==> config.mk <==
export PLATFORM = sky130hd
export DESIGN_NAME = in_circuit_test_control
export DESIGN_NICKNAME = d
export VERILOG_FILES = /design/src/hw/ict_pkg.sv /design/src/hw/in_circuit_test_control.sv /design/src/hw/ict_activity_detect.sv
export VERILOG_INCLUDE_DIRS = /design/src /design/src/hw
export SDC_FILE = /design/constraint.sdc
export NUM_CORES = 1
export LEC_CHECK = 0
export ABC_AREA = 0
export BUFFER_PORTS_ARGS = -buffer_cell sky130_fd_sc_hd__buf_4
export CAP_MARGIN = 25
export CORE_AREA = 2 2 50 52
export CTS_CLUSTER_SIZE = 24
export DETAILED_ROUTE_END_ITERATION = 10
export DIE_AREA = 0 0 52 54
export GPL_TIMING_DRIVEN = 0
export PLACE_DENSITY = 0.72
export SYNTH_ARGS = -nofsm -noshare
export SYNTH_HDL_FRONTEND = slang
export SYNTH_HIERARCHICAL = 1
export SYNTH_SLANG_ARGS = --single-unit
==> constraint.sdc <==
create_clock -name i_clk -period 1.8 [get_ports i_clk]
set_input_delay 0.09 -clock i_clk [delete_from_list [all_inputs] [get_ports i_clk]]
set_output_delay 0.09 -clock i_clk [all_outputs]
set_load 0.02 [all_outputs]
==> src/hw/ict_defs.svh <==
// constants for the board connectivity test control block
`ifndef ICT_DEFS_SVH
`define ICT_DEFS_SVH
`define ICT_PAIRS 8
`define ICT_PIN_IDX_W 3
`define ICT_ONE 1'b1
`define ICT_ZERO 1'b0
`endif

==> src/hw/ict_pkg.sv <==
// types for the board connectivity test control block
package ict_pkg;
  typedef enum logic [1:0] {
    ST_NORMAL,
    ST_FLOATED,
    ST_TEST
  } ict_state_t;
endpackage

==> src/hw/in_circuit_test_control.sv <==
// board connectivity test control: pin float and input-to-output test mode
// Functional notes
// float request puts all pins high impedance
// test mode multiplexes inputs onto outputs
// test modes inactive after any reset
// shared pin is input while power low
// shared pin low with power low floats outputs
// strobes toggled together while floated enter test
// tester follows the documented entry sequence
// test mode holds until reset
// clock activity in test mode forces reset
// tester runs double-rate clock with power_ok early
// tester keeps clocks still during test access
// fixed one-to-one input to output pairing
`timescale 1ns/1ns
`include "ict_defs.svh"
module in_circuit_test_control (
  // clock and reset
  input wire logic i_clk,
  input wire logic i_rst,
  // power and shared pin
  input wire logic i_power_ok_input,
  input wire logic i_speaker_float_shared_pin,
  input wire logic i_speaker_out,
  // io strobes, active low, sampled as inputs
  input wire logic i_io_read_n,
  input wire logic i_io_write_n,
  // clocks watched as levels
  input wire logic i_cpu_double_rate_clock,
  input wire logic i_bus_oscillator_input,
  // test pin inputs and normal function outputs
  input wire logic [`ICT_PAIRS-1:0] i_test_in,
  input wire logic [`ICT_PAIRS-1:0] i_func_out,
  input wire logic [`ICT_PAIRS-1:0] i_func_oe,
  // pad drive
  output logic [`ICT_PAIRS-1:0] o_pad_out,
  output logic [`ICT_PAIRS-1:0] o_pad_oe,
  output logic o_speaker_out,
  output logic o_speaker_oe,
  // status
  output logic o_test_mode,
  output logic o_floated,
  output logic o_test_reset
);
  ict_pkg::ict_state_t state_reg;
  ict_pkg::ict_state_t state_next;
  logic [`ICT_PAIRS-1:0] pad_out_reg;
  logic [`ICT_PAIRS-1:0] pad_out_next;
  logic test_reset_reg;
  logic [`ICT_PAIRS-1:0] paired_in;
  logic float_req;
  logic strobe_both;
  logic strobe_prev_reg;
  logic strobe_toggle;
  logic cpu_double_rate_clock_act;
  logic bosc_act;
  logic clock_act;
  logic internal_rst;

  ////////////////////////////////////////////////////////////////////////////
  // activity on either watched clock
  ict_activity_detect u_cpu_double_rate_clock_watch (
    .i_clk(i_clk),
    .i_rst(internal_rst),
    .i_level(i_cpu_double_rate_clock),
    .o_change(cpu_double_rate_clock_act)
  );

  ict_activity_detect u_bosc_watch (
    .i_clk(i_clk),
    .i_rst(internal_rst),
    .i_level(i_bus_oscillator_input),
    .o_change(bosc_act)
  );

  ////////////////////////////////////////////////////////////////////////////
  // decode of requests
  assign float_req = ~i_power_ok_input & ~i_speaker_float_shared_pin;
  assign strobe_both = ~i_io_read_n & ~i_io_write_n;
  assign strobe_toggle = strobe_both & ~strobe_prev_reg;
  assign clock_act = cpu_double_rate_clock_act | bosc_act;
  assign internal_rst = i_rst | test_reset_reg;

  // fixed pairing: output k follows input reversed index, a constant map
  genvar k;
  generate
    for (k = 0; k < `ICT_PAIRS; k = k + 1) begin : g_pair
      assign paired_in[k] = i_test_in[`ICT_PAIRS-1-k];
    end
  endgenerate

  ////////////////////////////////////////////////////////////////////////////
  // mode sequencing
  always_comb begin
    state_next = state_reg;
    unique case (state_reg)
      ict_pkg::ST_NORMAL: begin
        if (float_req) begin
          state_next = ict_pkg::ST_FLOATED;
        end
      end
      ict_pkg::ST_FLOATED: begin
        if (strobe_toggle) begin
          state_next = ict_pkg::ST_TEST;
        end else if (!float_req) begin
          state_next = ict_pkg::ST_NORMAL;
        end
      end
      ict_pkg::ST_TEST: begin
        state_next = ict_pkg::ST_TEST;
      end
    endcase
  end

  // registered pad data; test mode uses paired inputs
  assign pad_out_next = (state_next == ict_pkg::ST_TEST) ? paired_in : i_func_out;

  // test modes cleared by any reset, including the clock-activity reset
  always_ff @(posedge i_clk) begin
    if (internal_rst) begin
      state_reg <= ict_pkg::ST_NORMAL;
      strobe_prev_reg <= `ICT_ZERO;
      pad_out_reg <= '0;
    end else begin
      state_reg <= state_next;
      strobe_prev_reg <= strobe_both;
      pad_out_reg <= pad_out_next;
    end
  end

  // one-cycle self reset when a clock moves during test mode
  always_ff @(posedge i_clk) begin
    if (i_rst) begin
      test_reset_reg <= `ICT_ZERO;
    end else begin
      test_reset_reg <= (state_reg == ict_pkg::ST_TEST) & clock_act & ~test_reset_reg;
    end
  end

  ////////////////////////////////////////////////////////////////////////////
  // pad drive; float wins while in the floated state, a float request in test mode is ignored
  assign o_floated = (state_reg == ict_pkg::ST_FLOATED);
  assign o_test_mode = (state_reg == ict_pkg::ST_TEST);
  assign o_test_reset = test_reset_reg;
  assign o_pad_out = pad_out_reg;
  assign o_pad_oe = o_floated ? '0 : (o_test_mode ? '1 : i_func_oe);
  assign o_speaker_out = i_speaker_out;
  // shared pin never driven while power is low, so it reads as an input
  assign o_speaker_oe = i_power_ok_input & ~o_floated & ~o_test_mode;
endmodule

==> src/hw/ict_activity_detect.sv <==
// change detector for a synchronous level input
`timescale 1ns/1ns
module ict_activity_detect (
  // clock and reset
  input wire logic i_clk,
  input wire logic i_rst,
  // watched level
  input wire logic i_level,
  // one-cycle pulse on any change
  output logic o_change
);
  logic prev_reg;
  logic seen_reg;

  // seen_reg masks the first sample so a static level after reset is not a change
  always_ff @(posedge i_clk) begin
    if (i_rst) begin
      prev_reg <= `ICT_ZERO;
      seen_reg <= `ICT_ZERO;
    end else begin
      prev_reg <= i_level;
      seen_reg <= `ICT_ONE;
    end
  end

  assign o_change = seen_reg & (prev_reg != i_level);
endmodule

==> metrics.md, run 1 <==
| Metric | Value |
|---|---|
| Status | finished, final reports clean |
| DRC | 0 |
| Nets | 185 |
| Sw frac | 0.3930 |
| Critical Path RT | 2.01 ns |
| Commonest non-fill, non-tap cell in the layout | buf_4 |
| Layout cells sized above 1 | 0.4497 |
| Synth area leader | dfxtp_1 |
| Initial core utilization | 0.3312 |
| Area growth syn-to-layout | 66.29% |
| Flop pwr share | 0.261 |
| PwrDens | 1515 mW/mm^2 |
| GP Congestion | 0.8082 |
| CP Class | register to register |
| Worst EP arrival | 1.92 ns |
| Adder-Cell Fraction of Synth Area | 0.03257 |
| Complex-gate fraction of the synthesized area | 0.09609 |
| Insertion delay to the later sink of the worst-skew pair | 0.27 ns |
| DR vias | 812 |
| CTS max path bufs | 2 |
| Max Fclk | 0.5851 GHz |
| YS warnings | 6 |
| Hold path cells | 2 |
| Most frequent cells in the layout | buf_4, nor2_1, nand2_1 |
| Multiplexer area fraction after synthesis | 0.1042 |
| CTS Root Cell | clkbuf_4 |
| P_int | 1.175 mW |
| Fill count | 218 |
| Via/cell ratio | 4.536 |
| Period utilisation layout | 0.9495 |
| Largest net degree at the start of global routing | 11 |
| Setup WS pre-CTS | -0.08538 ns |
| Routed length per instance | 10.44 um |
| Setup violations, final | 0 |
| Sw Pwr | 760.4 uW |
| Level count of the clock H-tree | 1 |
| CTS sink cnt | 16 |
| Setup TNS | 0 ns |
| Core area | 0.002320 sq mm |
| Max reg flops | 8 |
| Top cell type's share of synthesized area | 0.4169 |
| Peak VDD IR | 0.9984 mV |
| Simple logic cell fraction of the synthesized area | 0.2785 |
| Grt total ovfl | 0 |
| Synth Area in XOR/XNOR | 0.02280 |
| Distinct cells, synth | 24 |
| Final hold viol count | 0 |
| DRT Pass-1 Iters | 3 |
| Die height | 54 um |
| Die Area | 0.002808 sq mm |
| Final antenna-violating net count | 0 |
| Setup slack after layout | 0.09083 ns |
| Synth Register Bits | 16 |
| Main area contributors after synthesis | dfxtp_1, mux2i_1, nor2_1 |
| Largest family of logic cells by synthesized area | simple AND/OR/NAND/NOR gates |
| WL final | 1869 um |
| Max_cap viols | 0 |
| Number of global-route vias before repair | 749 |
| Antenna cells | 0 |
| Initial antenna violation count | 0 |
| Register area share after synthesis | 0.4169 |
| Iteration-0 DRC Markers | 8 |
| CTS buffer count | 3 |
| CTS tree | built |
| Rows | 18 |
| # IOs | 54 |
| Gr usage total | 0.1437 |
| RSZ-0062 raised after global routing | true |
| Rel. slew slack | 0.6481 |
| Setup clock skew after layout | 0.001097 ns |
| Final Critical Period | 1.709 ns |
| Max Slew Vio Count | 0 |
| Worst Tran Pin Value | 0.5259 ns |
| Die Width | 52 um |
| Worst r2r path cells | 6 |
| Endpoint type of the worst setup path | register |
| Synth Instances | 91 |
| Buffers added on ports | 52 |
| First-pass GRT wire length | 2980 um |
| Worst hold path class | primary input to register |
| Syn Std Cell Area | 768.2 sq um |
| Leakage | 0.6583 nW |
| Syn avg cell area | 8.442 sq um |
| Comb power frac | 0.622 |
| Detailed placement HPWL | 1560 um |
| Hold-fix buffer count after cts | 0 |
| CP Launch Type | register |
| Syn Nets | 126 |
| Clk pwr share | 0.117 |
| Clock transition at path regs | 0.09 ns |
| Worst Path Max Fanout | 8 |
stage by stage:
stage / power [mW] / std cells / hold WS (ns) / area (sq um) / utilization
2_1_floorplan: 1.177 / 91 / 0.1668 / 768.2 / -
3_3_place_gp: 1.554 / 173 / 0.2925 / 1196 / 0.5156
3_5_place_dp: 1.573 / 173 / 0.3098 / 1196 / 0.5156
4_1_cts: 1.902 / 178 / 0.002542 / 1254 / 0.5405
5_1_grt: 2.076 / 179 / 0.005542 / 1277 / 0.5507
6_report: 1.935 / 179 / 0.01175 / 1277 / 0.5507
cell usage after synthesis:
cell type  instances
inv_2              1
clkbuf_1           2
nor2_1            20
a211oi_1           1
xor2_1             2
o21ai_0            2
nor2b_1            2
a21oi_1            1
a311o_1            1
and2_1             2
o211ai_4           1
dfxtp_1           16
o21ai_1            2
ha_1               2
nor4b_4            1
nor3_1             1
nor3b_2            1
buf_4              1
nand2_1           17
inv_1              4
o311a_1            1
buf_1              1
mux2i_1            8
nand4b_1           1
final cells by class:
type | count | area [sq um] | share of cell area
Sequential cell | 16 | 321.6 | 0.2517
Clock buffer | 4 | 36.28 | 0.02840
Buffer | 4 | 20.02 | 0.01567
Tap cell | 30 | 37.54 | 0.02938
Timing Repair Buffer | 54 | 417.9 | 0.3271
Multi-Input combinational cell | 66 | 425.4 | 0.3330
Inverter | 5 | 18.77 | 0.01469
power by group through the flow:
stage / logic, mW / clock network, mW / registers (mW)
6_report: 1.20 / 0.226 / 0.505
5_1_grt: 1.30 / 0.252 / 0.519
4_1_cts: 1.16 / 0.238 / 0.502
3_5_place_dp: 1.06 / 0 / 0.508
3_3_place_gp: 1.05 / 0 / 0.505
2_1_floorplan: 0.573 / 0 / 0.604
critical path: stages, from the launching register on:
cell and delay (ns):
dfxtp_2 0.37, inv_1 0.08, ha_4 0.25, a311o_1 0.37
o211ai_4 0.22, buf_12 0.16, mux2i_1 0.19
repair_timing:
action                                  CTS  global route
endpoints found under the setup margin    8            11
buffers inserted                          1             1
endpoints found under the hold margin     0             0
pin swaps                                 2             1
gates resized for setup                   1             3
cloned                                    0             0
path summary, 6_finish.rpt:
path	start	endpoint	slack [ns]
setup reg to reg	state_reg[0]$_SDFF_PP0_	o_pad_out[2]$_SDFF_PP0_	0.09
hold reg to reg	state_reg[0]$_SDFF_PP0_	state_reg[0]$_SDFF_PP0_	0.52
hold / removal	i_io_read_n	strobe_prev_reg$_SDFF_PP0_	0.01
setup / recovery	state_reg[0]$_SDFF_PP0_	o_pad_out[2]$_SDFF_PP0_	0.09
per-layer routing:
layer / vias up / GRT usage / wire length [um]
li1: 412 / - / -
met1: 351 / 0.1328 / 672
met2: 47 / 0.2658 / 901
met3: 2 / 0.06111 / 283
met4: 0 / 0.07895 / 12
met5: - / 0 / 0
kinds of logic after synthesis:
family                   count (synthesis)
adder cells (fa/ha/maj)                  2
XOR/XNOR                                 2
multiplexers                             8
buffers and inverters                    9
flip-flops                              16
AND/OR/NAND/NOR                         45
AO/OA/AOI/OAI                            9
(Power assumes the default switching activity.)
==> run 2, diff against run 1 <==
- CTS_CLUSTER_SIZE: 24 -> 20
- GPL_TIMING_DRIVEN: 0 -> unset
==> metrics.md, run 2 (synthesis results as in run 1) <==
| Metric | Value |
|---|---|
| Final hold viol count | 0 (unchanged) |
| Status | finished, final reports clean (unchanged) |
| CTS max path bufs | 2 (unchanged) |
| Clock transition at path regs | 0.09 ns (about the same) |
| Buffers added on ports | 51 (was 52) |
| Finished layout cell area | 0.001285 sq mm (was 0.001277 sq mm) |
| Detailed placement HPWL | 1491 um (was 1560 um) |
| Most frequent cells in the layout | buf_4, nor2_1, nand2_1 (unchanged) |
| Met2 wire len | 927 um (was 901 um) |
| # IOs | 54 (unchanged) |
| Met1 wire length | 745 um (was 672 um) |
| Top Metal Used | met4 (unchanged) |
| Worst Tran Pin Value | 0.3719 ns (was 0.5259 ns) |
| DR WL met3 | 251 um (was 283 um) |
| DRT Pass-1 Iters | 2 (was 3) |
| WL final | 1934 um (was 1869 um) |
| Max Fclk | 0.5897 GHz (was 0.5851 GHz) |
| Die height | 54 um (unchanged) |
| Peak VDD IR | 0.9965 mV (was 0.9984 mV) |
| DR vias | 822 (was 812) |
| CP Class | register to register (unchanged) |
| PwrDens | 1502 mW/mm^2 (was 1515 mW/mm^2) |
| First-pass GRT wire length | 3174 um (was 2980 um) |
| Worst hold path class | primary input to register (unchanged) |
| Routed length per instance | 10.74 um (was 10.44 um) |
| Rows | 18 (unchanged) |
| Max_cap viols | 0 (unchanged) |
| CTS Root Cell | clkbuf_4 (unchanged) |
| Critical Path RT | 2.01 ns (about the same) |
| Max reg flops | 8 (unchanged) |
| Worst EP arrival | 1.91 ns (was 1.92 ns) |
| Via/cell ratio | 4.567 (was 4.536) |
| Area growth syn-to-layout | 67.26% (was 66.29%) |
| Number of global-route vias before repair | 785 (was 749) |
| CTS buffer count | 3 (unchanged) |
| Die Width | 52 um (unchanged) |
| Gr usage total | 0.1501 (was 0.1437) |
| Iteration-0 DRC Markers | 8 (unchanged) |
| Post-layout util | 0.5539 (was 0.5507) |
| Max Slew Vio Count | 0 (unchanged) |
| Leakage | 0.6751 nW (was 0.6583 nW) |
| DRC | 0 (unchanged) |
| Setup clock skew after layout | 0.005098 ns (was 0.001097 ns) |
| Initial core utilization | 0.3312 (unchanged) |
| Grt total ovfl | 0 (unchanged) |
| Worst Path Max Fanout | 8 (unchanged) |
| GP Congestion | 0.7018 (was 0.8082) |
| Initial antenna violation count | 0 (unchanged) |
| RSZ-0062 raised after global routing | false (was true) |
| Placed Area | 0.001200 sq mm (was 0.001196 sq mm) |
| CTS sink cnt | 16 (unchanged) |
| Nets | 186 (was 185) |
| Endpoint type of the worst setup path | register (unchanged) |
| Final Critical Period | 1.696 ns (was 1.709 ns) |
| Setup violations, final | 0 (unchanged) |
| Core area | 0.002320 sq mm (unchanged) |
| Insertion delay to the later sink of the worst-skew pair | 0.28 ns (was 0.27 ns) |
| Layout cells sized above 1 | 0.4400 (was 0.4497) |
| Commonest non-fill, non-tap cell in the layout | buf_4 (unchanged) |
| Level count of the clock H-tree | 1 (unchanged) |
| CP Launch Type | register (unchanged) |
| CTS tree | built (unchanged) |
| Largest net degree at the start of global routing | 18 (was 11) |
| Period utilisation layout | 0.9420 (was 0.9495) |
| Rel. slew slack | 0.7495 (was 0.6481) |
| Final antenna-violating net count | 0 (unchanged) |
| Die Area | 0.002808 sq mm (unchanged) |
| Antenna cells | 0 (unchanged) |
==> run 2: final timing paths <==
kind,startpoint,to,slack [ns],cells after the start
hold reg to reg,state_reg[0]$_SDFF_PP0_,state_reg[0]$_SDFF_PP0_,0.52,2
setup / recovery,state_reg[0]$_SDFF_PP0_,o_pad_out[3]$_SDFF_PP0_,0.10,6
setup reg to reg,state_reg[0]$_SDFF_PP0_,o_pad_out[3]$_SDFF_PP0_,0.10,6
hold / removal,i_cpu_double_rate_clock,u_cpu_double_rate_clock_watch/prev_reg$_SDFF_PP0_,0.04,2
==> run 2: power breakdown <==
group | total (mW) | switching [mW] | internal, mW
sequential | 0.504 | 0.0440 | 0.460
combinational | 1.19 | 0.613 | 0.580
clock | 0.233 | 0.110 | 0.123
total | 1.93 | 0.767 | 1.16
==> run 2: final cells by class <==
class	instances	area, sq um
sequential	16	321.6
multi-input combinational	66	410.4
timing repair buffer	59	460.4
tap	30	37.54
clock buffer	4	36.28
inverter	5	18.77
fill	220	1035
==> run 2: what timing repair did <==
action / in CTS / in global routing
endpoints found under the setup margin: 8 / 8
endpoints found under the hold margin: 1 / 0
buffers inserted: 1 / 1
resized for setup: 0 / 1
hold buffers: 2 / 0
pin swaps: 1 / 1
==> run 2: layer usage <==
metal / vias to the layer above / track usage
li1: 413 / -
met4: 0 / 0.07018
met2: 49 / 0.2743
met1: 358 / 0.1544
met3: 2 / 0.05000
met5: - / 0
==> run 2: critical path, cell delays in order, from the launching register on <==
cell and delay, ns:
dfxtp_2 0.38, inv_1 0.05, ha_1 0.30, a311o_1 0.34, o211ai_4 0.22, buf_12 0.16
mux2i_1 0.19
==> run 2: stage by stage <==
stage / power, mW / hold WS (ns) / setup WS [ns] / std cells / setup TNS [ns]
after detailed placement: 1.597 / 0.1804 / -0.0009007 / 172 / -0.0009007
final: 1.931 / 0.04047 / 0.1043 / 180 / 0
after global routing: 2.049 / 0.04250 / 0.02094 / 180 / 0
after floorplan: 1.177 / 0.1668 / 0.1028 / 91 / 0
after global placement: 1.577 / 0.1804 / 0.07783 / 172 / 0
after CTS: 1.932 / 0.03391 / 0.01930 / 179 / 0
==> run 3, diff against run 2 <==
- CORE_AREA: 2 2 50 52 -> 2 2 46 48
- DIE_AREA: 0 0 52 54 -> 0 0 48 50
- PLACE_DENSITY: 0.72 -> 0.8
- clock period: 1.8 -> 2.1 ns (I/O delays scaled with it)
==> metrics.md, run 3 (synthesis results as in run 1) <==
| Metric | Value |
|---|---|
| Worst r2r path cells | 5 (was 6) |
| Period utilisation layout | 0.9085 (was 0.9420) |
| Initial antenna violation count | 0 (unchanged) |
| Reg-to-Reg End | o_pad_out[5]$_SDFF_PP0_ (was o_pad_out[3]$_SDFF_PP0_) |
| CTS tree | built (unchanged) |
| Status | finished, final reports clean (unchanged) |
| CTS sink cnt | 16 (unchanged) |
| Nets | 183 (was 186) |
| Slowest-stage cell, CP | dfxtp_1 (was dfxtp_2) |
| Hold path cells | 2 (unchanged) |
| # IOs | 54 (unchanged) |
| Worst EP arrival | 2.12 ns (was 1.91 ns) |
| Buffers added on ports | 51 (unchanged) |
| Stages on the worst setup path | 5 (was 6) |
| Die Area | 0.002400 sq mm (was 0.002808 sq mm) |
| Setup crit end | o_pad_out[5]$_SDFF_PP0_ (was o_pad_out[3]$_SDFF_PP0_) |
| Crit-path max cell delay | 0.41 ns (was 0.38 ns) |
| Area growth syn-to-layout | 62.05% (was 67.26%) |
| Peak VDD IR | 0.9186 mV (was 0.9965 mV) |
| Worst Path Max Fanout | 8 (unchanged) |
| Most frequent cells in the layout | buf_4, nor2_1, nand2_1 (unchanged) |
| CTS max path bufs | 2 (unchanged) |
| Final Critical Period | 1.908 ns (was 1.696 ns) |
| Min-Delay Startpoint | i_bus_oscillator_input (was i_cpu_double_rate_clock) |
| Max_cap viols | 0 (unchanged) |
| Top Metal Used | met4 (unchanged) |
| Level count of the clock H-tree | 1 (unchanged) |
| Endpoint type of the worst setup path | register (unchanged) |
| Number of global-route vias before repair | 704 (was 785) |
| Setup repair bufs after CTS | 0 (was 1) |
| GP Congestion | 0.6769 (was 0.7018) |
| Antenna cells | 0 (unchanged) |
| CP Launch Type | register (unchanged) |
| DR vias | 806 (was 822) |
| Worst hold path class | primary input to register (unchanged) |
| Setup TNS | 0 ns (unchanged) |
| PwrDens | 1245 mW/mm^2 (was 1502 mW/mm^2) |
| RSZ-0062 raised after global routing | false (unchanged) |
| Final hold viol count | 0 (unchanged) |
| First-pass GRT wire length | 2884 um (was 3174 um) |
| Setup violations, final | 0 (unchanged) |
| Via/cell ratio | 4.632 (was 4.567) |
| Max reg flops | 8 (unchanged) |
| Met2 wire len | 902 um (was 927 um) |
| DRC | 0 (unchanged) |
| Die height | 50 um (was 54 um) |
| Final antenna-violating net count | 0 (unchanged) |
| Setup clock skew after layout | 0.002471 ns (was 0.005098 ns) |
| CTS Root Cell | clkbuf_4 (unchanged) |
| Clock transition at path regs | 0.09 ns (about the same) |
| Die Width | 48 um (was 52 um) |
| Core area | 0.001902 sq mm (was 0.002320 sq mm) |
| Gr usage total | 0.1699 (was 0.1501) |
| DR WL met3 | 246 um (was 251 um) |
| Leakage | 0.6535 nW (was 0.6751 nW) |
| Tot Pwr | 1.549 mW (was 1.931 mW) |
| Largest net degree at the start of global routing | 18 (unchanged) |
| Worst Tran Pin Value | 0.3976 ns (was 0.3719 ns) |
| Commonest non-fill, non-tap cell in the layout | buf_4 (unchanged) |
| Grt total ovfl | 0 (unchanged) |
| Bufs and invs on worst path | 1 (was 2) |
| WL final | 1967 um (was 1934 um) |
| DRT Pass-1 Iters | 4 (was 2) |
| Met1 wire length | 774 um (was 745 um) |
| R2R setup slack | 0.19 ns (was 0.10 ns) |
| Max Fclk | 0.5242 GHz (was 0.5897 GHz) |
| Layout cells sized above 1 | 0.4218 (was 0.4400) |
| CP top delay family | compound AO/OA/AOI/OAI gates (unchanged) |
| Detailed placement HPWL | 1498 um (was 1491 um) |
| Rows | 16 (was 18) |
| Critical Path RT | 2.31 ns (was 2.01 ns) |
| Initial core utilization | 0.4039 (was 0.3312) |
| Worst R2R Start | state_reg[0]$_SDFF_PP0_ (unchanged) |
| Rel. slew slack | 0.7337 (was 0.7495) |
| CTS buffer count | 3 (unchanged) |
| CP Class | register to register (unchanged) |
| Fill count | 174 (was 220) |
| Critical Path Start | state_reg[0]$_SDFF_PP0_ (unchanged) |
| Iteration-0 DRC Markers | 13 (was 8) |
| Max Slew Vio Count | 0 (unchanged) |
| Routed length per instance | 11.30 um (was 10.74 um) |
| Insertion delay to the later sink of the worst-skew pair | 0.29 ns (was 0.28 ns) |
| Cells along the critical path | inv_1, ha_1, a311o_1, o211ai_4, mux2i_1 (was inv_1, ha_1, a311o_1, o211ai_4, buf_12, mux2i_1) |
## run 3: cell types whose count changed in the layout (fill, tap and decap cells not counted), sizes merged
cell,before,now
buf,57,54
## run 3: cell type report
type	count	area (sq um)	area share
multi-input combinational	66	410.4	0.3296
clock buffer	4	36.28	0.02915
inverter	5	18.77	0.01508
sequential	16	320.3	0.2573
timing repair buffer	56	425.4	0.3417
tap	27	33.78	0.02714
## run 3: worst min-delay path by stage
stage / end / slack (ns)
4_1_cts: strobe_prev_reg$_SDFF_PP0_ / 0.01
2_1_floorplan: strobe_prev_reg$_SDFF_PP0_ / 0.18
3_3_place_gp: o_speaker_out / 0.21
6_report: u_bosc_watch/prev_reg$_SDFF_PP0_ / 0.04
3_5_place_dp: o_speaker_out / 0.21
5_1_grt: u_bosc_watch/prev_reg$_SDFF_PP0_ / 0.04
## run 3: worst register-to-register path: cells and delay by family (launching register included)
family | cells | cell delay (ns)
fa+ha+maj | 1 | 0.35
flops | 1 | 0.41
mux | 1 | 0.26
compound gates | 2 | 0.76
buf+inv | 1 | 0.07
## run 3: stage by stage
stage                       util  hold slack (ns)  area (sq um)  cells  worst slack [ns]
after global routing      0.6546          0.03915          1245    174            0.1188
after detailed placement  0.6250           0.2103          1189    168            0.2285
after CTS                 0.6441          0.01123          1225    172            0.1805
final                     0.6546          0.04301          1245    174            0.1922
after global placement    0.6250           0.2103          1189    168            0.3382
after floorplan                -           0.1818         768.2     91            0.4028
## run 3: repair_timing
item / in CTS / in global routing
resized for setup: 0 / 0
hold buffers: 0 / 2
endpoints found under the hold margin: 0 / 1
## run 3: power by group
group / internal [mW] / switching (mW)
combinational: 0.417 / 0.497
sequential: 0.393 / 0.0399
clock: 0.106 / 0.0961
total: 0.917 / 0.633
## run 3: per-layer routing
layer | GRT usage | vias to the layer above
met5 | 0 | -
li1 | - | 405
met3 | 0.04029 | 6
met2 | 0.2622 | 51
met4 | 0.08559 | 0
met1 | 0.2117 | 344
